--- config.mk ---
export PLATFORM = sky130hd
export DESIGN_NAME = bus_mastership_arbiter
export DESIGN_NICKNAME = d
export VERILOG_FILES = /design/src/hw/arb_pkg.sv /design/src/hw/pin_sync.sv /design/src/hw/bus_mastership_arbiter.sv
export VERILOG_INCLUDE_DIRS = /design/src /design/src/hw
export SDC_FILE = /design/constraint.sdc
export NUM_CORES = 1
export LEC_CHECK = 0
export BUFFER_PORTS_ARGS = -buffer_cell sky130_fd_sc_hd__buf_4
export CAP_MARGIN = 10
export CORE_MARGIN = 10
export CORE_UTILIZATION = 51
export DETAILED_ROUTE_END_ITERATION = 8
export PLACE_DENSITY = 0.79
export SKIP_LAST_GASP = 1
export SLEW_MARGIN = 25
export SYNTH_ARGS = -nofsm -noshare
export SYNTH_HDL_FRONTEND = slang
export SYNTH_SLANG_ARGS = --single-unit
--- constraint.sdc ---
create_clock -name clk_sys -period 2.1 [get_ports clk_sys]
set_clock_uncertainty 0.1 [all_clocks]
set_input_delay 0.105 -clock clk_sys [delete_from_list [all_inputs] [get_ports clk_sys]]
set_output_delay 0.105 -clock clk_sys [all_outputs]
set_load 0.05 [all_outputs]
--- src/hw/arb_map.svh ---
/*
 Constants for the bus mastership arbiter and external bus release logic.
 Assumes it is included by its bare name by the package and the arbiter module.
*/
// Behaviour
// - Release the external bus only in external extended mode with the enable bit set.
// - Low request pin makes the device drive acknowledge low and float the bus.
// - While released, address, data, selects and all strobes are high impedance.
// - Internal masters keep running internal accesses during release.
// - An external access during release waits until the request is withdrawn.
// - High request pin makes the device drive acknowledge high and resume.
// - Release request wins over a simultaneous internal external access request.
// - Core and transfer controller each request the bus with their own signal.
// - Acknowledge only one master; a free bus goes to the highest-priority requester.
// - A granted master keeps the bus until its acknowledge is withdrawn.
// - Transfer controller outranks the processor core.
// - Internal accesses proceed concurrently with the external bus release.
// - Ownership changes only at points where the current master can yield.
// - Core hands the bus to a requesting transfer controller at its next yield point.
// - Eight-bit two-state spaces use only the upper data byte lanes.
// - Eight-bit two-state accesses have no wait states.
`ifndef ARB_MAP_SVH
`define ARB_MAP_SVH

`define ARB_ADDR_W      24
`define ARB_DATA_W      16
`define ARB_CS_COUNT    8
`define ARB_AREA_MSB    23
`define ARB_AREA_LSB    21
`define ARB_SYNC_STAGES 2
`define ARB_UPPER_MSB   15
`define ARB_UPPER_LSB   8
`define ARB_BE_UPPER    1
`define ARB_BE_LOWER    0

`endif

--- src/hw/arb_pkg.sv ---
/*
 Types for the bus mastership arbiter: bus cycle states and bus owners.
 Assumes arb_map.svh is on the include path.
*/
package arb_pkg;
    `include "arb_map.svh"

    // Gray sequence idle -> T1 -> T2, released sits next to idle
    typedef enum logic [1:0] {
        BUS_IDLE     = 2'b00,
        BUS_T1       = 2'b01,
        BUS_T2       = 2'b11,
        BUS_RELEASED = 2'b10
    } bus_state_t;

    typedef enum logic [1:0] {
        OWN_NONE = 2'b00,
        OWN_CORE = 2'b01,
        OWN_XFER = 2'b11
    } owner_t;
endpackage : arb_pkg

--- src/hw/pin_sync.sv ---
/*
 Two-stage synchroniser for pin inputs, one bit lane per bit of WIDTH.
 Assumes the inputs are asynchronous to clk_sys; RESET_VAL is the idle level.
*/
`timescale 1ns/1ps
module pin_sync
    import arb_pkg::*;
#(
    parameter int                WIDTH     = 1,
    parameter logic [WIDTH-1:0]  RESET_VAL = '0
)(
    // Clock and reset
    input  wire logic             clk_sys,
    input  wire logic             reset_n,
    // Pin side and synchronised side
    input  wire logic [WIDTH-1:0] pin_in,
    output logic      [WIDTH-1:0] sync_out
);
    typedef struct packed {
        logic [WIDTH-1:0] meta;
        logic [WIDTH-1:0] stable;
    } sync_state_t;

    sync_state_t s_r;
    sync_state_t s_nxt;

    // First stage is read only by the second stage
    always_comb
    begin
        s_nxt        = s_r;
        s_nxt.meta   = pin_in;
        s_nxt.stable = s_r.meta;
    end

    always_ff @(posedge clk_sys or negedge reset_n)
    begin
        if (!reset_n)
            s_r <= '{meta: RESET_VAL, stable: RESET_VAL};
        else
            s_r <= s_nxt;
    end

    assign sync_out = s_r.stable;
endmodule : pin_sync

--- src/hw/bus_mastership_arbiter.sv ---
/*
 Internal bus arbiter for core and transfer controller plus the external
 bus release handshake and a two-state external bus cycle engine.
 Assumes masters hold their request and cycle inputs until answered, and
 that the pad ring resolves each pin from its output enable.
*/
`timescale 1ns/1ps
`include "arb_map.svh"
module bus_mastership_arbiter
    import arb_pkg::*;
(
    // Clock and reset
    input  wire logic                      clk_sys,
    input  wire logic                      reset_n,
    // Static configuration
    input  wire logic                      ext_mode,
    input  wire logic                      release_enable_bit,
    input  wire logic [`ARB_CS_COUNT-1:0]  narrow_area_mask,
    // Internal masters
    input  wire logic                      core_req,
    input  wire logic                      core_yield,
    input  wire logic                      xfer_req,
    input  wire logic                      xfer_yield,
    output logic                           core_ack,
    output logic                           xfer_ack,
    // External cycle request from the owning master
    input  wire logic                      cyc_req,
    input  wire logic                      cyc_write,
    input  wire logic [1:0]                cyc_be,
    input  wire logic [`ARB_ADDR_W-1:0]    cyc_addr,
    input  wire logic [`ARB_DATA_W-1:0]    cyc_wdata,
    output logic                           cyc_done,
    output logic [`ARB_DATA_W-1:0]         cyc_rdata,
    // Release handshake pins
    input  wire logic                      ext_bus_request_n,
    output logic                           ext_bus_ack_n,
    // External bus pins
    output logic [`ARB_ADDR_W-1:0]         addr_out,
    output logic                           addr_oe,
    input  wire logic [`ARB_DATA_W-1:0]    data_in,
    output logic [`ARB_DATA_W-1:0]         data_out,
    output logic                           data_oe,
    output logic [`ARB_CS_COUNT-1:0]       chip_select_n,
    output logic                           address_strobe_n,
    output logic                           read_strobe_n,
    output logic                           upper_write_strobe_n,
    output logic                           lower_write_strobe_n,
    output logic                           ctl_oe
);
    typedef struct packed {
        bus_state_t                 st;
        owner_t                     own;
        logic                       core_ack;
        logic                       xfer_ack;
        logic                       ack_n;
        logic [`ARB_ADDR_W-1:0]     addr;
        logic                       addr_oe;
        logic [`ARB_DATA_W-1:0]     dout;
        logic                       data_oe;
        logic [`ARB_CS_COUNT-1:0]   cs_n;
        logic                       as_n;
        logic                       rd_n;
        logic                       hwr_n;
        logic                       lwr_n;
        logic                       ctl_oe;
        logic                       narrow;
        logic                       done;
        logic [`ARB_DATA_W-1:0]     rdata;
    } arb_state_t;

    arb_state_t                 s_r;
    arb_state_t                 s_nxt;
    logic                       ext_bus_request_n_n_s;
    logic [`ARB_DATA_W-1:0]     data_in_s;
    logic                       release_wanted;

    // Area index from the top address bits
    function automatic logic [2:0] area_of(input logic [`ARB_ADDR_W-1:0] a);
        area_of = a[`ARB_AREA_MSB:`ARB_AREA_LSB];
    endfunction : area_of

    // One-hot active-low select for an address
    function automatic logic [`ARB_CS_COUNT-1:0] cs_decode(
        input logic [`ARB_ADDR_W-1:0] a);
        cs_decode = ~(`ARB_CS_COUNT'(1) << area_of(a));
    endfunction : cs_decode

    // Request pin and read data come from outside the clock domain
    pin_sync #(.WIDTH(1), .RESET_VAL(1'b1)) u_ext_bus_request_n_sync (
        .clk_sys  (clk_sys),
        .reset_n  (reset_n),
        .pin_in   (ext_bus_request_n),
        .sync_out (ext_bus_request_n_n_s)
    );

    pin_sync #(.WIDTH(`ARB_DATA_W), .RESET_VAL('0)) u_data_sync (
        .clk_sys  (clk_sys),
        .reset_n  (reset_n),
        .pin_in   (data_in),
        .sync_out (data_in_s)
    );

    // Release is honoured only in extended mode with the enable bit set
    assign release_wanted = ext_mode && release_enable_bit && !ext_bus_request_n_n_s;

    // Arbiter, release handshake and bus cycle engine in one next-state block
    always_comb
    begin
        s_nxt      = s_r;
        s_nxt.done = 1'b0;

        // Ownership: independent of release so internal work continues
        unique case (s_r.own)
            OWN_NONE:
            begin
                if (xfer_req)
                    s_nxt.own = OWN_XFER;
                else if (core_req)
                    s_nxt.own = OWN_CORE;
            end
            OWN_CORE:
            begin
                // Never pull the bus away mid-cycle or outside a yield point
                if (s_r.st == BUS_IDLE || s_r.st == BUS_RELEASED)
                begin
                    if (xfer_req && core_yield)
                        s_nxt.own = OWN_XFER;
                    else if (!core_req)
                        s_nxt.own = OWN_NONE;
                end
            end
            OWN_XFER:
            begin
                if ((s_r.st == BUS_IDLE || s_r.st == BUS_RELEASED)
                    && (!xfer_req || (core_req && xfer_yield)))
                    s_nxt.own = core_req ? OWN_CORE : OWN_NONE;
            end
            default:
                s_nxt.own = OWN_NONE;
        endcase
        // Only one acknowledge can stand, taken from the owner register
        s_nxt.core_ack = (s_nxt.own == OWN_CORE);
        s_nxt.xfer_ack = (s_nxt.own == OWN_XFER);

        unique case (s_r.st)
            BUS_IDLE:
            begin
                // Release checked before any cycle start
                if (release_wanted)
                begin
                    s_nxt.st      = BUS_RELEASED;
                    s_nxt.ack_n   = 1'b0;
                    s_nxt.addr_oe = 1'b0;
                    s_nxt.data_oe = 1'b0;
                    s_nxt.ctl_oe  = 1'b0;
                end
                else if (cyc_req && (s_r.core_ack || s_r.xfer_ack))
                begin
                    s_nxt.st      = BUS_T1;
                    s_nxt.narrow  = narrow_area_mask[area_of(cyc_addr)];
                    s_nxt.addr    = cyc_addr;
                    s_nxt.addr_oe = 1'b1;
                    s_nxt.ctl_oe  = 1'b1;
                    s_nxt.cs_n    = cs_decode(cyc_addr);
                    s_nxt.as_n    = 1'b0;
                    s_nxt.rd_n    = cyc_write;
                    if (narrow_area_mask[area_of(cyc_addr)])
                    begin
                        // Byte travels on the upper lane only
                        s_nxt.dout  = {cyc_wdata[7:0], 8'h00};
                        s_nxt.hwr_n = !cyc_write;
                        s_nxt.lwr_n = 1'b1;
                    end
                    else
                    begin
                        s_nxt.dout  = cyc_wdata;
                        s_nxt.hwr_n = !(cyc_write && cyc_be[`ARB_BE_UPPER]);
                        s_nxt.lwr_n = !(cyc_write && cyc_be[`ARB_BE_LOWER]);
                    end
                    s_nxt.data_oe = cyc_write;
                end
            end
            BUS_T1:
                // Second state follows with no wait state insertion
                s_nxt.st = BUS_T2;
            BUS_T2:
            begin
                s_nxt.st    = BUS_IDLE;
                s_nxt.done  = 1'b1;
                s_nxt.cs_n  = {`ARB_CS_COUNT{1'b1}};
                s_nxt.as_n  = 1'b1;
                s_nxt.rd_n  = 1'b1;
                s_nxt.hwr_n = 1'b1;
                s_nxt.lwr_n = 1'b1;
                s_nxt.data_oe = 1'b0;
                if (s_r.narrow)
                    s_nxt.rdata = {8'h00, data_in_s[`ARB_UPPER_MSB:`ARB_UPPER_LSB]};
                else
                    s_nxt.rdata = data_in_s;
            end
            BUS_RELEASED:
            begin
                // Pending cycles simply wait here until the request drops
                if (ext_bus_request_n_n_s)
                begin
                    s_nxt.st      = BUS_IDLE;
                    s_nxt.ack_n   = 1'b1;
                    s_nxt.addr_oe = 1'b1;
                    s_nxt.ctl_oe  = 1'b1;
                end
            end
        endcase
    end

    always_ff @(posedge clk_sys or negedge reset_n)
    begin
        if (!reset_n)
        begin
            s_r          <= '0;
            s_r.st       <= BUS_IDLE;
            s_r.own      <= OWN_NONE;
            s_r.ack_n    <= 1'b1;
            s_r.addr_oe  <= 1'b1;
            s_r.ctl_oe   <= 1'b1;
            s_r.cs_n     <= {`ARB_CS_COUNT{1'b1}};
            s_r.as_n     <= 1'b1;
            s_r.rd_n     <= 1'b1;
            s_r.hwr_n    <= 1'b1;
            s_r.lwr_n    <= 1'b1;
        end
        else
            s_r <= s_nxt;
    end

    // All outputs straight from the state register
    assign core_ack             = s_r.core_ack;
    assign xfer_ack             = s_r.xfer_ack;
    assign cyc_done             = s_r.done;
    assign cyc_rdata            = s_r.rdata;
    assign ext_bus_ack_n        = s_r.ack_n;
    assign addr_out             = s_r.addr;
    assign addr_oe              = s_r.addr_oe;
    assign data_out             = s_r.dout;
    assign data_oe              = s_r.data_oe;
    assign chip_select_n        = s_r.cs_n;
    assign address_strobe_n     = s_r.as_n;
    assign read_strobe_n        = s_r.rd_n;
    assign upper_write_strobe_n = s_r.hwr_n;
    assign lower_write_strobe_n = s_r.lwr_n;
    assign ctl_oe               = s_r.ctl_oe;

    // Entry into release needs mode and enable in the cycle before
    a_release_gate: assert property (@(posedge clk_sys) disable iff (!reset_n)
        (s_r.st == BUS_RELEASED && $past(s_r.st) == BUS_IDLE)
        |-> $past(ext_mode) && $past(release_enable_bit))
        else $error("bus released without enable");

    a_release_float: assert property (@(posedge clk_sys) disable iff (!reset_n)
        (s_r.st == BUS_RELEASED)
        |-> !s_r.ack_n && !s_r.addr_oe && !s_r.data_oe && !s_r.ctl_oe)
        else $error("bus driven while released");

    a_internal_runs: assert property (@(posedge clk_sys) disable iff (!reset_n)
        (s_r.st == BUS_RELEASED && s_r.own == OWN_NONE && xfer_req)
        |=> xfer_ack)
        else $error("internal grant blocked by release");

    a_cycle_deferred: assert property (@(posedge clk_sys) disable iff (!reset_n)
        (s_r.st == BUS_RELEASED && !ext_bus_request_n_n_s) |=> (s_r.st == BUS_RELEASED) && !cyc_done)
        else $error("cycle started during release");

    a_release_ends: assert property (@(posedge clk_sys) disable iff (!reset_n)
        (s_r.st == BUS_RELEASED && ext_bus_request_n_n_s) |=> s_r.ack_n && s_r.st == BUS_IDLE)
        else $error("release not ended");

    a_release_first: assert property (@(posedge clk_sys) disable iff (!reset_n)
        (s_r.st == BUS_IDLE && release_wanted && cyc_req)
        |=> (s_r.st == BUS_RELEASED))
        else $error("access served before release");

    a_single_grant: assert property (@(posedge clk_sys) disable iff (!reset_n)
        !(core_ack && xfer_ack))
        else $error("two masters acknowledged");

    a_xfer_takes: assert property (@(posedge clk_sys) disable iff (!reset_n)
        (s_r.own == OWN_CORE && xfer_req && core_yield && s_r.st == BUS_IDLE)
        |=> xfer_ack && !core_ack)
        else $error("transfer controller not granted");

    a_core_kept: assert property (@(posedge clk_sys) disable iff (!reset_n)
        (core_ack && core_req && !core_yield) |=> core_ack)
        else $error("core preempted outside yield point");

    a_upper_lane: assert property (@(posedge clk_sys) disable iff (!reset_n)
        (s_r.st == BUS_T1 && s_r.narrow) |-> s_r.lwr_n)
        else $error("lower lane used in narrow space");

    a_two_state: assert property (@(posedge clk_sys) disable iff (!reset_n)
        (s_r.st == BUS_T1) |=> (s_r.st == BUS_T2) ##1 cyc_done)
        else $error("cycle not two states");
endmodule : bus_mastership_arbiter

Word-level counts from Yosys, hierarchy flattened

Cells that the tools add are included.

Shifts and indexed selects: 1
Reductions and logical operators: 26
Multiplexer cells: 29
Equality and inequality tests: 12
Bitwise gates (word level): 2
Order comparisons: 1

Operator list:

| operator                                                                     | number |
|---|---|
| 16-bit 2-to-1 mux                                                            | 2 |
| 32-bit 2-to-1 mux                                                            | 1 |
| 13-bit one-hot mux with 2 select lines                                       | 1 |
| 2-bit 2-to-1 mux                                                             | 10 |
| 17-bit 2-to-1 mux                                                            | 1 |
| 12-bit 2-to-1 mux                                                            | 1 |
| 3-bit AND reduction                                                          | 4 |
| 2-bit equality test, second input constant                                   | 4 |
| 1-bit logical AND                                                            | 8 |
| 8-bit NOT                                                                    | 1 |
| 2-bit one-hot mux with 4 select lines                                        | 1 |
| 1-bit by 3-bit << shifter with 8-bit output, first input constant            | 1 |
| 1-bit 2-to-1 mux                                                             | 7 |
| 2-bit by 1-bit equality test with 1-bit output, second input constant        | 3 |
| 1-bit one-hot mux with 2 select lines                                        | 3 |
| 2-bit one-hot mux with 3 select lines                                        | 1 |
| 1-bit logical NOT                                                            | 5 |
| 2-bit logical NOT                                                            | 2 |
| 3-bit by 4-bit less-than comparator with 1-bit output, second input constant | 1 |
| 2-bit by 1-bit inequality test with 1-bit output, second input constant      | 2 |
| 2-bit inequality test, second input constant                                 | 2 |
| 2-bit AND reduction                                                          | 2 |
| 2-bit nonzero test                                                           | 2 |
| 1-bit binary-select mux with 3-bit select                                    | 1 |
| other kinds (3)                                                              | 5 |

Word-level logic and storage cells: 93
Flip-flop bits (word level): 114
Bits of input ports: 77

Depth between registers and ports, before layout

Gate-level depths: netlist of the first run.

Depth in word-level cells: 6
Gate-level depth with buffers: 9
Mapped depth without buffers: 6

Modules after synthesis

From an unflattened synthesis of the first run, not the netlist that was laid out.

Cell total of the unflattened synthesis: 405
Area total of the unflattened synthesis: 4829.6 sq um

By module, submodules not included:

| module                               | cells an instance | times used | sequential area each (sq um) | area an instance (sq um) |
|---|---|---|---|---|
| bus_mastership_arbiter               | 371               | 1          | 1994.4                       | 3976.3 |
| pin_sync at u_data_sync              | 32                | 1          | 800.8                        | 800.8 |
| pin_sync at u_ext_bus_request_n_sync | 2                 | 1          | 52.6                         | 52.6 |

Worst setup path before layout of the first run

No wires, ideal clock.

Kind: register to register
Start point: reg s_r, in the netlist xfer_ack
End point: reg s_r, in the netlist address_strobe_n
Period minus slack after synthesis: 1.866 ns
Slack: 0.234 ns
Stages on the path, launching flop included: 6
Arrival: 1.684 ns
Cell sequence: dfrtp_1 o21a_1 buf_2 a21oi_1 nor2_2 mux2_2

Word-level cells in the longest chain between the ends: 4

RTL lines:

| element                                                           | RTL line                      | RTL |
|---|---|---|
| from (decl)                                                       | bus_mastership_arbiter.sv:71  | `arb_state_t s_r;` |
| from (signal assigned)                                            | bus_mastership_arbiter.sv:232 | `s_r <= s_nxt;` |
| 1-bit logical OR                                                  | bus_mastership_arbiter.sv:157 | `else if (cyc_req && (s_r.core_ack \|\| s_r.xfer_ack))` |
| 1-bit logical AND                                                 | bus_mastership_arbiter.sv:157 |  |
| 2-bit by 1-bit inequality test with 1-bit output (no source line) | --                            |  |
| 3-bit AND reduction (no source line)                              | --                            |  |

No other way between the ends.
A chain may end at the register's enable or synchronous reset.

==> impl_metrics.prom, run 1 <==
# TYPE chip_impl_metric gauge
chip_impl_info{name="outcome",value="finished clean"} 1
chip_impl_metric{name="clkTransAtPathRegs",unit="ns"} 0.06
chip_impl_metric{name="syn_inst",unit=""} 476
chip_impl_info{name="cell_with_the_biggest_individual_delay_on_the_critical_path",value="dlygate4sd3_1"} 1
chip_impl_metric{name="syn_area_per_cell",unit="µm²"} 10.5
chip_impl_metric{name="place.port_buffers",unit=""} 151
chip_impl_metric{name="worst_skew_pair.late_latency",unit="ns"} 0.50
chip_impl_metric{name="worst_pin_slew",unit="ns"} 0.623
chip_impl_metric{name="grt_antenna_before_repair",unit=""} 0
chip_impl_metric{name="power.total",unit="µW"} 12200
chip_impl_metric{name="fin_tns_setup",unit="ns"} 0
chip_impl_metric{name="clock_tree.htree_level_count",unit=""} 4
chip_impl_info{name="clock-root-buffer",value="clkbuf_8"} 1
chip_impl_info{name="cts_tree",value="built"} 1
chip_impl_metric{name="synthesized_nets",unit=""} 558
chip_impl_metric{name="cts_inserted_buffers",unit=""} 17
chip_impl_info{name="start_kind",value="flip-flop"} 1
chip_impl_info{name="mostFrequentLayoutCell",value="buf_4"} 1
chip_impl_metric{name="netlist-cell-type-count",unit=""} 45
chip_impl_metric{name="worst_rel_slew_slack",unit="%"} 58.5
chip_impl_metric{name="detail-route-antenna-nets",unit=""} 0
chip_impl_metric{name="post_route_cells_drive_above_1_share",unit="%"} 34.4
chip_impl_metric{name="peak_fanout_along_the_critical_path",unit=""} 7
chip_impl_metric{name="drt-initial-drc-count",unit=""} 331
chip_impl_info{name="holdCritPathClass",value="in -> reg"} 1
chip_impl_metric{name="hpwl",unit="mm"} 9.20
chip_impl_metric{name="die_x",unit="µm"} 119
chip_impl_metric{name="full_die_area",unit="µm²"} 14100
chip_impl_metric{name="grt_pass1_vias",unit=""} 4310
chip_impl_metric{name="worstPathArrival",unit="ns"} 2.36
chip_impl_metric{name="diodes",unit=""} 0
chip_impl_metric{name="post-route-period-util",unit="%"} 96.6
chip_impl_metric{name="start_util",unit="%"} 51.7
chip_impl_metric{name="detail_route.first_pass.iterations",unit=""} 5
chip_impl_metric{name="detailroute.via_count",unit=""} 4022
chip_impl_metric{name="design.final.nets",unit=""} 715
chip_impl_metric{name="synth_enable_flop_cells",unit=""} 0
chip_impl_info{name="final_cell_mix",value="161 x buf_4, 97 x dfrtp_1, 94 x nand2_1"} 1
chip_impl_metric{name="io-pin-count",unit=""} 152
chip_impl_metric{name="cts_buffer_depth",unit=""} 2
chip_impl_metric{name="synth.ff_latch_count",unit=""} 113
chip_impl_metric{name="area_delta_synth_final",unit="%"} 40.7
chip_impl_metric{name="maxSlewViolCount",unit=""} 0
chip_impl_metric{name="grt_remaining_overflow",unit=""} 0
chip_impl_metric{name="synthesis.area",unit="µm²"} 4980
chip_impl_metric{name="row_count",unit=""} 36
chip_impl_metric{name="max-vdd-ir-drop",unit="V"} 0.00108
chip_impl_metric{name="gpl.final_weighted_congestion",unit=""} 0.895
chip_impl_metric{name="fp.coreArea",unit="µm²"} 9640
chip_impl_metric{name="placed_area",unit="µm²"} 5790
chip_impl_metric{name="final_count_of_hold_timing_violations",unit=""} 0
chip_impl_metric{name="leakage",unit="µW"} 0.00337
chip_impl_metric{name="post-route-drc-count",unit=""} 0
chip_impl_metric{name="finalSetupViolCount",unit=""} 0
chip_impl_metric{name="ys_seq_area_share",unit="%"} 57.2
chip_impl_metric{name="drv_cap",unit=""} 0
chip_impl_info{name="cp_cell_sequence",value="inv_1 -> ha_1 -> buf_4 -> nor2_2 -> nand2_1 -> a41oi_2 -> dlygate4sd3_1"} 1
chip_impl_metric{name="period_minus_slack",unit="ns"} 2.03
chip_impl_metric{name="avgRoutedWirePerCell",unit="µm"} 18.0
chip_impl_metric{name="fmax",unit="MHz"} 493
chip_impl_metric{name="cts.sink_count",unit=""} 113
chip_impl_metric{name="vias_per_cell",unit=""} 5.16
chip_impl_metric{name="synth-async-reset-ratio",unit="%"} 100
chip_impl_metric{name="die_y",unit="µm"} 119
chip_impl_info{name="worst-setup-path-type",value="reg -> reg"} 1
chip_impl_metric{name="first_pass_grt_wire_length",unit="mm"} 22.7
chip_impl_metric{name="worst_ep_required_time",unit="ns"} 2.44
chip_impl_metric{name="critPathBufInv",unit=""} 3
chip_impl_metric{name="grt_util_all_layers",unit="%"} 19.8
chip_impl_info{name="end_kind",value="flip-flop"} 1
chip_impl_metric{name="finalInstanceArea",unit="µm²"} 7010
chip_impl_info{name="cp_top_family",value="buffers and inverters"} 1
chip_impl_info{name="dominantRegCellSynth",value="dfrtp_1"} 1
chip_impl_metric{name="largest_net_degree_at_the_start_of_global_routing",unit=""} 45
chip_impl_metric{name="ys.warnings.count",unit=""} 0
chip_impl_metric{name="power_density",unit="nW/µm²"} 1740
chip_impl_metric{name="aggregate_routed_wire_length",unit="mm"} 14.0
chip_impl_metric{name="critPathMaxStageDelay",unit="ns"} 0.58
## cell type report
class                   count  area (µm²)
clock buffers              17         414
fillers                   680        2630
multi-input cells         266        1500
repair buffers            228        1910
well taps                 133         166
clock inverters            15         146
inverters                   7        26.3
flip-flops and latches    113        2850
## per-stage QoR
| step | utilization, % | setup slack (ns) | cells | hold slack, ns |
|---|---|---|---|---|
| 2_1_floorplan | - | 0.234 | 476 | -0.291 |
| 3_3_place_gp | 60.1 | 0.312 | 682 | 0.0327 |
| 3_5_place_dp | 60.1 | 0.214 | 682 | 0.0388 |
| 4_1_cts | 72.5 | 0.0383 | 778 | 0.00139 |
| 5_1_grt | 72.7 | -0.0167 | 779 | 0.0433 |
| 6_report | 72.7 | 0.0711 | 779 | 0.0131 |
## per-layer routing
layer | share of wire [%] | global-route usage (%) | routed length (µm) | up-vias
met2 | 49 | 32.2 | 6910 | 188
li1 | - | - | - | 1866
met4 | 2.3 | 8.09 | 316 | 0
met1 | 41 | 23.7 | 5720 | 1936
met3 | 7.4 | 6.71 | 1040 | 32
met5 | 0 | 0 | 0 | -
## cell usage after synthesis (2+ instances only)
cell type	instances	share of area, %
nand2b_1	3	0.38
mux2i_1	12	2.4
a21boi_0	2	0.30
nor2b_1	3	0.38
nand3b_1	2	0.30
ha_1	5	1.3
mux2_2	2	0.45
nand4_1	9	1.1
nand3_1	5	0.50
buf_6	2	0.45
a21oi_1	31	3.1
buf_2	7	0.70
nand2_1	94	7.1
a31oi_1	12	1.5
nor2_1	26	2.0
dfrtp_1	97	49
o21ai_0	17	1.7
buf_4	70	11
a22o_1	8	1.4
nor3_2	2	0.40
o31ai_1	11	1.7
inv_1	7	0.53
clkbuf_1	10	0.75
dfstp_2	16	8.4
o21a_1	3	0.45
## repair_timing
action / in CTS / in global routing
hold buffers: 64 / 0
setup endpoints to repair: 0 / 1
buffers inserted: 0 / 1
hold endpoints to repair: 179 / 0
resized for setup: 0 / 2
## tightest hold or removal path: cells and delay by family
family          cells  cell delay (ns)
buf+inv             1             0.08
simple gates        2             0.17
compound gates      2             0.21
## final timing paths
path	start	endpoint	slack [ns]	depth (start not counted)
min	core_yield	xfer_ack	0.01	5
max in group asynchronous	reset_n	u_ext_bus_request_n_sync.s_nxt[0]	1.19	3
min in group asynchronous	reset_n	u_data_sync.s_nxt[11]	0.04	2
min reg2reg	u_data_sync.s_nxt[0]	u_data_sync.sync_out[0]	0.25	0
max	s_r[78]	s_r[76]	0.07	7
max reg2reg	s_r[78]	s_r[76]	0.07	7
## power by group
group | switching (µW) | internal (µW) | total [µW]
sequential | 506 | 3040 | 3540
clock | 1090 | 1600 | 2680
combinational | 4060 | 1870 | 5940
total | 5660 | 6500 | 12200
## logic make-up after synthesis
logic type,synth area share [%]
AND/OR/NAND/NOR,13.5
flip-flops,57.2
buffers and inverters,13.1
AO/OA/AOI/OAI,12.2
multiplexers,2.86
adder cells (fa/ha/maj),1.26
## registers in the layout, indices dropped and copies added (netlist names)
signal / count
data_oe: 1
lower_write_strobe_n: 1
address_strobe_n: 1
core_ack: 1
u_data_sync.sync_out: 16
xfer_ack: 1
ext_bus_ack_n: 1
cyc_rdata: 16
addr_oe: 1
s_r: 5
u_ext_bus_request_n_sync.sync_out: 1
read_strobe_n: 1
upper_write_strobe_n: 1
addr_out: 24
data_out: 16
cyc_done: 1
chip_select_n: 8
u_data_sync.s_nxt: 16
u_ext_bus_request_n_sync.s_nxt: 1
No activity file was read; power rests on OpenSTA's default activity.
==> run 2: changes to the inputs <==
Settings changed: SETUP_SLACK_MARGIN set to 0.1.
==> run 2 against run 1 <==
Effect of this change: worst setup slack gained 0.16 ns; critical endpoint is now upper_write_strobe_n; maximum frequency grew 8.4%; final cell count shrank 0.13%; clock power is essentially flat; critical path type unchanged; highest routed layer unchanged; worst hold slack gained 0.017 ns; global-route usage is essentially flat; first-iteration DRC count shrank 18%; count of clock-buffer cells in the layout is the same.
==> impl_metrics.prom, run 2 (synthesized netlist as in run 1, its figures left out) <==
# TYPE chip_impl_metric gauge
chip_impl_metric{name="final_count_of_hold_timing_violations",unit=""} 0
chip_impl_metric{name="power_density",unit="nW/µm²"} 1730
chip_impl_metric{name="post-route-period-util",unit="%"} 89.1
chip_impl_metric{name="power_report.internal_total",unit="µW"} 6480
chip_impl_metric{name="place.detailed.instances",unit=""} 682
chip_impl_metric{name="cts_inserted_buffers",unit=""} 17
chip_impl_metric{name="global_route.usage.met2",unit="%"} 32.6
chip_impl_info{name="clock-root-buffer",value="clkbuf_8"} 1
chip_impl_metric{name="power.switching_fraction",unit="%"} 46.5
chip_impl_info{name="cp-startpoint",value="s_r[78]"} 1
chip_impl_metric{name="vias_per_cell",unit=""} 5.19
chip_impl_info{name="start_kind",value="flip-flop"} 1
chip_impl_info{name="final_cell_mix",value="160 x buf_4, 97 x dfrtp_1, 94 x nand2_1"} 1
chip_impl_metric{name="grt_antenna_before_repair",unit=""} 0
chip_impl_info{name="cts_tree",value="built"} 1
chip_impl_metric{name="post-route-drc-count",unit=""} 0
chip_impl_metric{name="worst_rel_slew_slack",unit="%"} 58.2
chip_impl_metric{name="power.switching",unit="µW"} 5640
chip_impl_metric{name="filler_cell_count",unit=""} 685
chip_impl_metric{name="io-pin-count",unit=""} 152
chip_impl_metric{name="fmax",unit="MHz"} 534
chip_impl_metric{name="place.port_buffers",unit=""} 151
chip_impl_metric{name="detail-route-antenna-nets",unit=""} 0
chip_impl_metric{name="seq_power_share",unit="%"} 29.2
chip_impl_metric{name="worst_pin_slew",unit="ns"} 0.628
chip_impl_metric{name="fin_tns_setup",unit="ns"} 0
chip_impl_metric{name="finalInstanceArea",unit="µm²"} 7000
chip_impl_metric{name="finalSetupViolCount",unit=""} 0
chip_impl_metric{name="gr-usage-met1",unit="%"} 23.3
chip_impl_metric{name="cts.repair_timing.setup_buffer_count",unit=""} 0
chip_impl_metric{name="grt_util_all_layers",unit="%"} 19.8
chip_impl_metric{name="drt-initial-drc-count",unit=""} 271
chip_impl_metric{name="clkTransAtPathRegs",unit="ns"} 0.06
chip_impl_metric{name="gpl.final_weighted_congestion",unit=""} 0.895
chip_impl_info{name="outcome",value="finished clean"} 1
chip_impl_metric{name="multi_input_comb_area",unit="µm²"} 1490
chip_impl_metric{name="worstPathArrival",unit="ns"} 2.22
chip_impl_metric{name="detailroute.via_count",unit=""} 4039
chip_impl_info{name="worst-setup-path-type",value="reg -> reg"} 1
chip_impl_info{name="end_kind",value="flip-flop"} 1
chip_impl_metric{name="period_minus_slack",unit="ns"} 1.87
chip_impl_metric{name="die_y",unit="µm"} 119
chip_impl_info{name="holdCritPathClass",value="in -> async"} 1
chip_impl_metric{name="detail_route.first_pass.iterations",unit=""} 5
chip_impl_metric{name="hpwl",unit="mm"} 9.20
chip_impl_metric{name="fp.coreArea",unit="µm²"} 9640
chip_impl_metric{name="max-vdd-ir-drop",unit="V"} 0.00108
chip_impl_metric{name="first_pass_grt_wire_length",unit="mm"} 22.6
chip_impl_metric{name="worst_skew_pair.late_latency",unit="ns"} 0.51
chip_impl_metric{name="clkPwrFrac",unit="%"} 22.2
chip_impl_info{name="worst_reg2reg_path_startpoint",value="s_r[78]"} 1
chip_impl_metric{name="clock_tree.htree_level_count",unit=""} 4
chip_impl_metric{name="drv_cap",unit=""} 0
chip_impl_metric{name="grt_use_met3",unit="%"} 6.61
chip_impl_metric{name="post_route_cells_drive_above_1_share",unit="%"} 34.0
chip_impl_metric{name="placed_area",unit="µm²"} 5790
chip_impl_metric{name="avgRoutedWirePerCell",unit="µm"} 17.9
chip_impl_metric{name="die_x",unit="µm"} 119
chip_impl_metric{name="final_core_util",unit="%"} 72.6
chip_impl_metric{name="area_delta_synth_final",unit="%"} 40.5
chip_impl_metric{name="hold_slack",unit="ns"} 0.0305
chip_impl_metric{name="cts_buffer_depth",unit=""} 2
chip_impl_metric{name="largest_register_ff_count",unit=""} 24
chip_impl_metric{name="maxSlewViolCount",unit=""} 0
chip_impl_metric{name="final_cell_count_no_fill",unit=""} 778
chip_impl_info{name="setup_repair_after_global_routing_missed_its_margin",value="false"} 1
chip_impl_metric{name="row_count",unit=""} 36
chip_impl_metric{name="power.share.combinational",unit="%"} 48.6
chip_impl_metric{name="grt_remaining_overflow",unit=""} 0
chip_impl_metric{name="leakage",unit="µW"} 0.00337
chip_impl_metric{name="full_die_area",unit="µm²"} 14100
chip_impl_metric{name="grt_pass1_vias",unit=""} 4326
chip_impl_metric{name="start_util",unit="%"} 51.7
chip_impl_info{name="grt.busiest_layer",value="met2"} 1
chip_impl_metric{name="diodes",unit=""} 0
chip_impl_metric{name="peak_fanout_along_the_critical_path",unit=""} 6
chip_impl_metric{name="worst_ep_required_time",unit="ns"} 2.45
chip_impl_metric{name="regArea",unit="µm²"} 2850
chip_impl_metric{name="cts.sink_count",unit=""} 113
chip_impl_metric{name="largest_net_degree_at_the_start_of_global_routing",unit=""} 45
chip_impl_metric{name="aggregate_routed_wire_length",unit="mm"} 13.9
chip_impl_info{name="mostFrequentLayoutCell",value="buf_4"} 1
chip_impl_metric{name="design.final.nets",unit=""} 714
==> run 2: layer usage <==
metal  share of wire [%]  vias to the layer above  wire, µm
met1                  41                     1948      5720
met3                 7.0                       35       978
li1                    -                     1870         -
met5                   0                        -         0
met2                  49                      186      6830
met4                 2.8                        0       383
==> run 2: final timing paths <==
| check | to | slack [ns] | cells after the start |
|---|---|---|---|
| hold reg to reg | u_data_sync.sync_out[0] | 0.25 | 0 |
| hold / removal | u_data_sync.s_nxt[11] | 0.03 | 2 |
| setup reg to reg | upper_write_strobe_n | 0.23 | 6 |
| max in group asynchronous | u_ext_bus_request_n_sync.s_nxt[0] | 1.20 | 3 |
| setup / recovery | upper_write_strobe_n | 0.23 | 6 |
| min in group clk_sys | chip_select_n[0] | 0.04 | 4 |
==> run 2: power groups by stage <==
stage | registers, µW | logic [µW] | clock network, µW
finish | 3540 | 5900 | 2690
floorplan | 3670 | 4590 | 0
global placement | 3520 | 5640 | 0
CTS | 3530 | 5880 | 2740
detailed placement | 3550 | 5770 | 0
global route | 3640 | 6270 | 2830
==> run 2: layout make-up <==
class / count / share of cell area [%]
flip-flops and latches: 113 / 40.7
clock buffers: 17 / 5.92
inverters: 7 / 0.376
clock inverters: 15 / 2.09
multi-input cells: 266 / 21.3
well taps: 133 / 2.38
repair buffers: 227 / 27.2
==> run 2: worst max-delay path, stage by stage (launching register included) <==
cell       delay [ns]
dfrtp_1          0.37
inv_1            0.10
ha_1             0.42
a2111oi_0        0.46
buf_4            0.19
o31ai_1          0.07
nand3_1          0.10
==> run 2: metrics by stage <==
step | power [µW] | worst slack (ns)
2_1_floorplan | 8270 | 0.234
3_3_place_gp | 9160 | 0.312
3_5_place_dp | 9320 | 0.214
4_1_cts | 12200 | 0.197
5_1_grt | 12700 | 0.102
6_report | 12100 | 0.228
==> run 2: repair_timing <==
| action | 4_1_cts | 5_1_grt |
|---|---|---|
| gates resized for setup | 0 | 2 |
| hold buffers | 64 | 0 |
| hold endpoints to repair | 179 | 0 |
| endpoints found under the setup margin | 0 | 2 |
==> run 3: changes to the inputs <==
Settings changed: CORE_UTILIZATION 51 to 46, PLACE_DENSITY 0.79 to 0.86.
Clock period 2.1 ns to 1.7 ns, I/O delays scaled along.
==> run 3 against run 2 <==
Effect of this change: the flow now finishes with violations (negative setup slack); first-iteration DRC count grew 77%; register-to-register slack worse by 0.26 ns; sequential cell count did not move; sequential power grew 23%; routed wire length is 9.6% higher; non-clock buffer count up 23; total power is 29% higher; largest cell class unchanged; largest power group unchanged.
==> impl_metrics.prom, run 3 (synthesized netlist as in run 1, its figures left out) <==
# TYPE chip_impl_metric gauge
chip_impl_metric{name="regArea",unit="µm²"} 2850
chip_impl_metric{name="worst_skew_pair.late_latency",unit="ns"} 0.51
chip_impl_metric{name="filler_cell_count",unit=""} 665
chip_impl_metric{name="drt-initial-drc-count",unit=""} 481
chip_impl_metric{name="multi_input_comb_area",unit="µm²"} 1600
chip_impl_metric{name="avgRoutedWirePerCell",unit="µm"} 18.9
chip_impl_metric{name="clock_tree.htree_level_count",unit=""} 4
chip_impl_metric{name="clkTransAtPathRegs",unit="ns"} 0.06
chip_impl_metric{name="fmax",unit="MHz"} 578
chip_impl_metric{name="detail-route-antenna-nets",unit=""} 0
chip_impl_metric{name="post-route-period-util",unit="%"} 102
chip_impl_metric{name="worst_setup_slack_final",unit="ns"} -0.0291
chip_impl_metric{name="worst_ep_required_time",unit="ns"} 1.98
chip_impl_metric{name="peak_fanout_along_the_critical_path",unit=""} 5
chip_impl_metric{name="worst_pin_slew",unit="ns"} 0.574
chip_impl_metric{name="grt_antenna_before_repair",unit=""} 0
chip_impl_info{name="cts_tree",value="built"} 1
chip_impl_metric{name="full_die_area",unit="µm²"} 15400
chip_impl_metric{name="critPathMaxStageDelay",unit="ns"} 0.53
chip_impl_metric{name="leakage",unit="µW"} 0.00350
chip_impl_metric{name="io-pin-count",unit=""} 152
chip_impl_metric{name="place.port_buffers",unit=""} 151
chip_impl_metric{name="placed_area",unit="µm²"} 5880
chip_impl_info{name="violations_in_the_final_reports",value="negative setup slack"} 1
chip_impl_metric{name="aggregate_routed_wire_length",unit="mm"} 15.2
chip_impl_info{name="end_kind",value="flip-flop"} 1
chip_impl_metric{name="drv_cap",unit=""} 0
chip_impl_metric{name="finalInstanceArea",unit="µm²"} 7340
chip_impl_metric{name="grt_pass1_vias",unit=""} 4486
chip_impl_info{name="outcome",value="finished, violations left"} 1
chip_impl_metric{name="start_util",unit="%"} 47.8
chip_impl_metric{name="largest_net_degree_at_the_start_of_global_routing",unit=""} 114
chip_impl_metric{name="post-route-drc-count",unit=""} 0
chip_impl_metric{name="global_route.usage.met2",unit="%"} 34.0
chip_impl_metric{name="final_core_util",unit="%"} 70.5
chip_impl_metric{name="worstPathArrival",unit="ns"} 2.01
chip_impl_metric{name="period_minus_slack",unit="ns"} 1.73
chip_impl_metric{name="first_pass_grt_wire_length",unit="mm"} 23.7
chip_impl_metric{name="max-vdd-ir-drop",unit="V"} 0.00142
chip_impl_metric{name="grt_util_all_layers",unit="%"} 19.8
chip_impl_info{name="clock-root-buffer",value="clkbuf_8"} 1
chip_impl_metric{name="cts_buffer_depth",unit=""} 2
chip_impl_metric{name="fin_tns_setup",unit="ns"} -0.180
chip_impl_metric{name="finalSetupViolCount",unit=""} 13
chip_impl_metric{name="cts_inserted_buffers",unit=""} 17
chip_impl_metric{name="worst_rel_slew_slack",unit="%"} 61.8
chip_impl_metric{name="power_density",unit="nW/µm²"} 2130
chip_impl_metric{name="maxSlewViolCount",unit=""} 0
chip_impl_metric{name="die_x",unit="µm"} 124
chip_impl_metric{name="grt_use_met3",unit="%"} 7.06
chip_impl_info{name="start_kind",value="flip-flop"} 1
chip_impl_metric{name="grt_remaining_overflow",unit=""} 0
chip_impl_info{name="mostFrequentLayoutCell",value="buf_4"} 1
chip_impl_metric{name="fp.coreArea",unit="µm²"} 10400
chip_impl_metric{name="r2r_slack",unit="ns"} -0.03
chip_impl_metric{name="final_count_of_hold_timing_violations",unit=""} 0
chip_impl_metric{name="cts.sink_count",unit=""} 113
chip_impl_metric{name="largest_register_ff_count",unit=""} 24
chip_impl_info{name="final_cell_mix",value="175 x buf_4, 95 x dfrtp_1, 87 x nand2_1"} 1
chip_impl_metric{name="hpwl",unit="mm"} 9.41
chip_impl_info{name="cp_cell_sequence",value="and3b_2 -> nor3_4 -> buf_4 -> buf_8 -> clkbuf_16 -> a31oi_1"} 1
chip_impl_metric{name="gpl.final_weighted_congestion",unit=""} 0.856
chip_impl_info{name="holdCritPathClass",value="in -> reg"} 1
chip_impl_metric{name="vias_per_cell",unit=""} 5.25
chip_impl_metric{name="design.final.nets",unit=""} 737
chip_impl_info{name="worst-setup-path-type",value="reg -> reg"} 1
chip_impl_info{name="setup_repair_after_global_routing_missed_its_margin",value="true"} 1
chip_impl_info{name="grt.busiest_layer",value="met2"} 1
chip_impl_metric{name="die_y",unit="µm"} 124
chip_impl_metric{name="detailroute.via_count",unit=""} 4223
chip_impl_metric{name="area_delta_synth_final",unit="%"} 47.4
chip_impl_metric{name="post_route_cells_drive_above_1_share",unit="%"} 39.7
chip_impl_info{name="cell_with_the_biggest_individual_delay_on_the_critical_path",value="dfstp_2"} 1
chip_impl_metric{name="hold_slack",unit="ns"} 0.0694
chip_impl_metric{name="row_count",unit=""} 37
chip_impl_metric{name="detail_route.first_pass.iterations",unit=""} 5
chip_impl_metric{name="gr-usage-met1",unit="%"} 21.8
run 3: stage by stage:
stage	std cells	setup slack [ns]	power (µW)
floorplan	476	0.0726	10400
global placement	692	0.0681	11500
detailed placement	692	-0.0994	11700
CTS	796	0.0665	15300
global route	804	-0.0924	16400
finish	805	-0.0291	15700
run 3: metal layers:
metal | wire length (µm) | vias to the layer above
met5 | 0 | -
met4 | 432 | 0
met3 | 1380 | 33
met2 | 7840 | 200
met1 | 5580 | 2075
li1 | - | 1915
run 3: repair_timing:
item | CTS | global route
buffers inserted | 5 | 6
pin swaps | 1 | 9
gates cloned | 1 | 2
hold endpoints to repair | 183 | 0
resized for setup | 12 | 28
endpoints found under the setup margin | 51 | 57
hold buffers | 66 | 0
run 3: cell type report:
class	instances	area share (%)
Antenna cell	1	0.0341
Timing Repair Buffer	250	29.3
Clock inverter	14	1.67
Multi-Input combinational cell	266	21.8
Tap cell	136	2.32
Sequential cell	113	38.8
Clock buffer	18	5.69
Inverter	7	0.392
run 3: report_power, final:
part           internal (µW)  total [µW]  leakage (µW)  switching (µW)
clock network           1830        3200      0.000253            1370
registers               3760        4340       0.00134             586
logic                   2750        8110       0.00191            5360
run 3: path summary, 6_finish.rpt:
| path | startpoint | to | cells past startpoint |
|---|---|---|---|
| setup / recovery | u_ext_bus_request_n_sync.sync_out | data_out[10] | 6 |
| hold / removal | cyc_addr[22] | data_out[15] | 5 |
| setup reg to reg | u_ext_bus_request_n_sync.sync_out | data_out[10] | 6 |
| hold reg to reg | u_data_sync.s_nxt[12] | u_data_sync.sync_out[12] | 0 |
| max in group asynchronous | reset_n | xfer_ack | 3 |
| min in group asynchronous | reset_n | u_data_sync.s_nxt[8] | 3 |
run 3: worst max-delay path: cells and delay by family (launching register included):
kind | cells | cell delay [ns]
flops | 1 | 0.53
compound gates | 1 | 0.06
simple gates | 2 | 0.49
buf+inv | 3 | 0.41
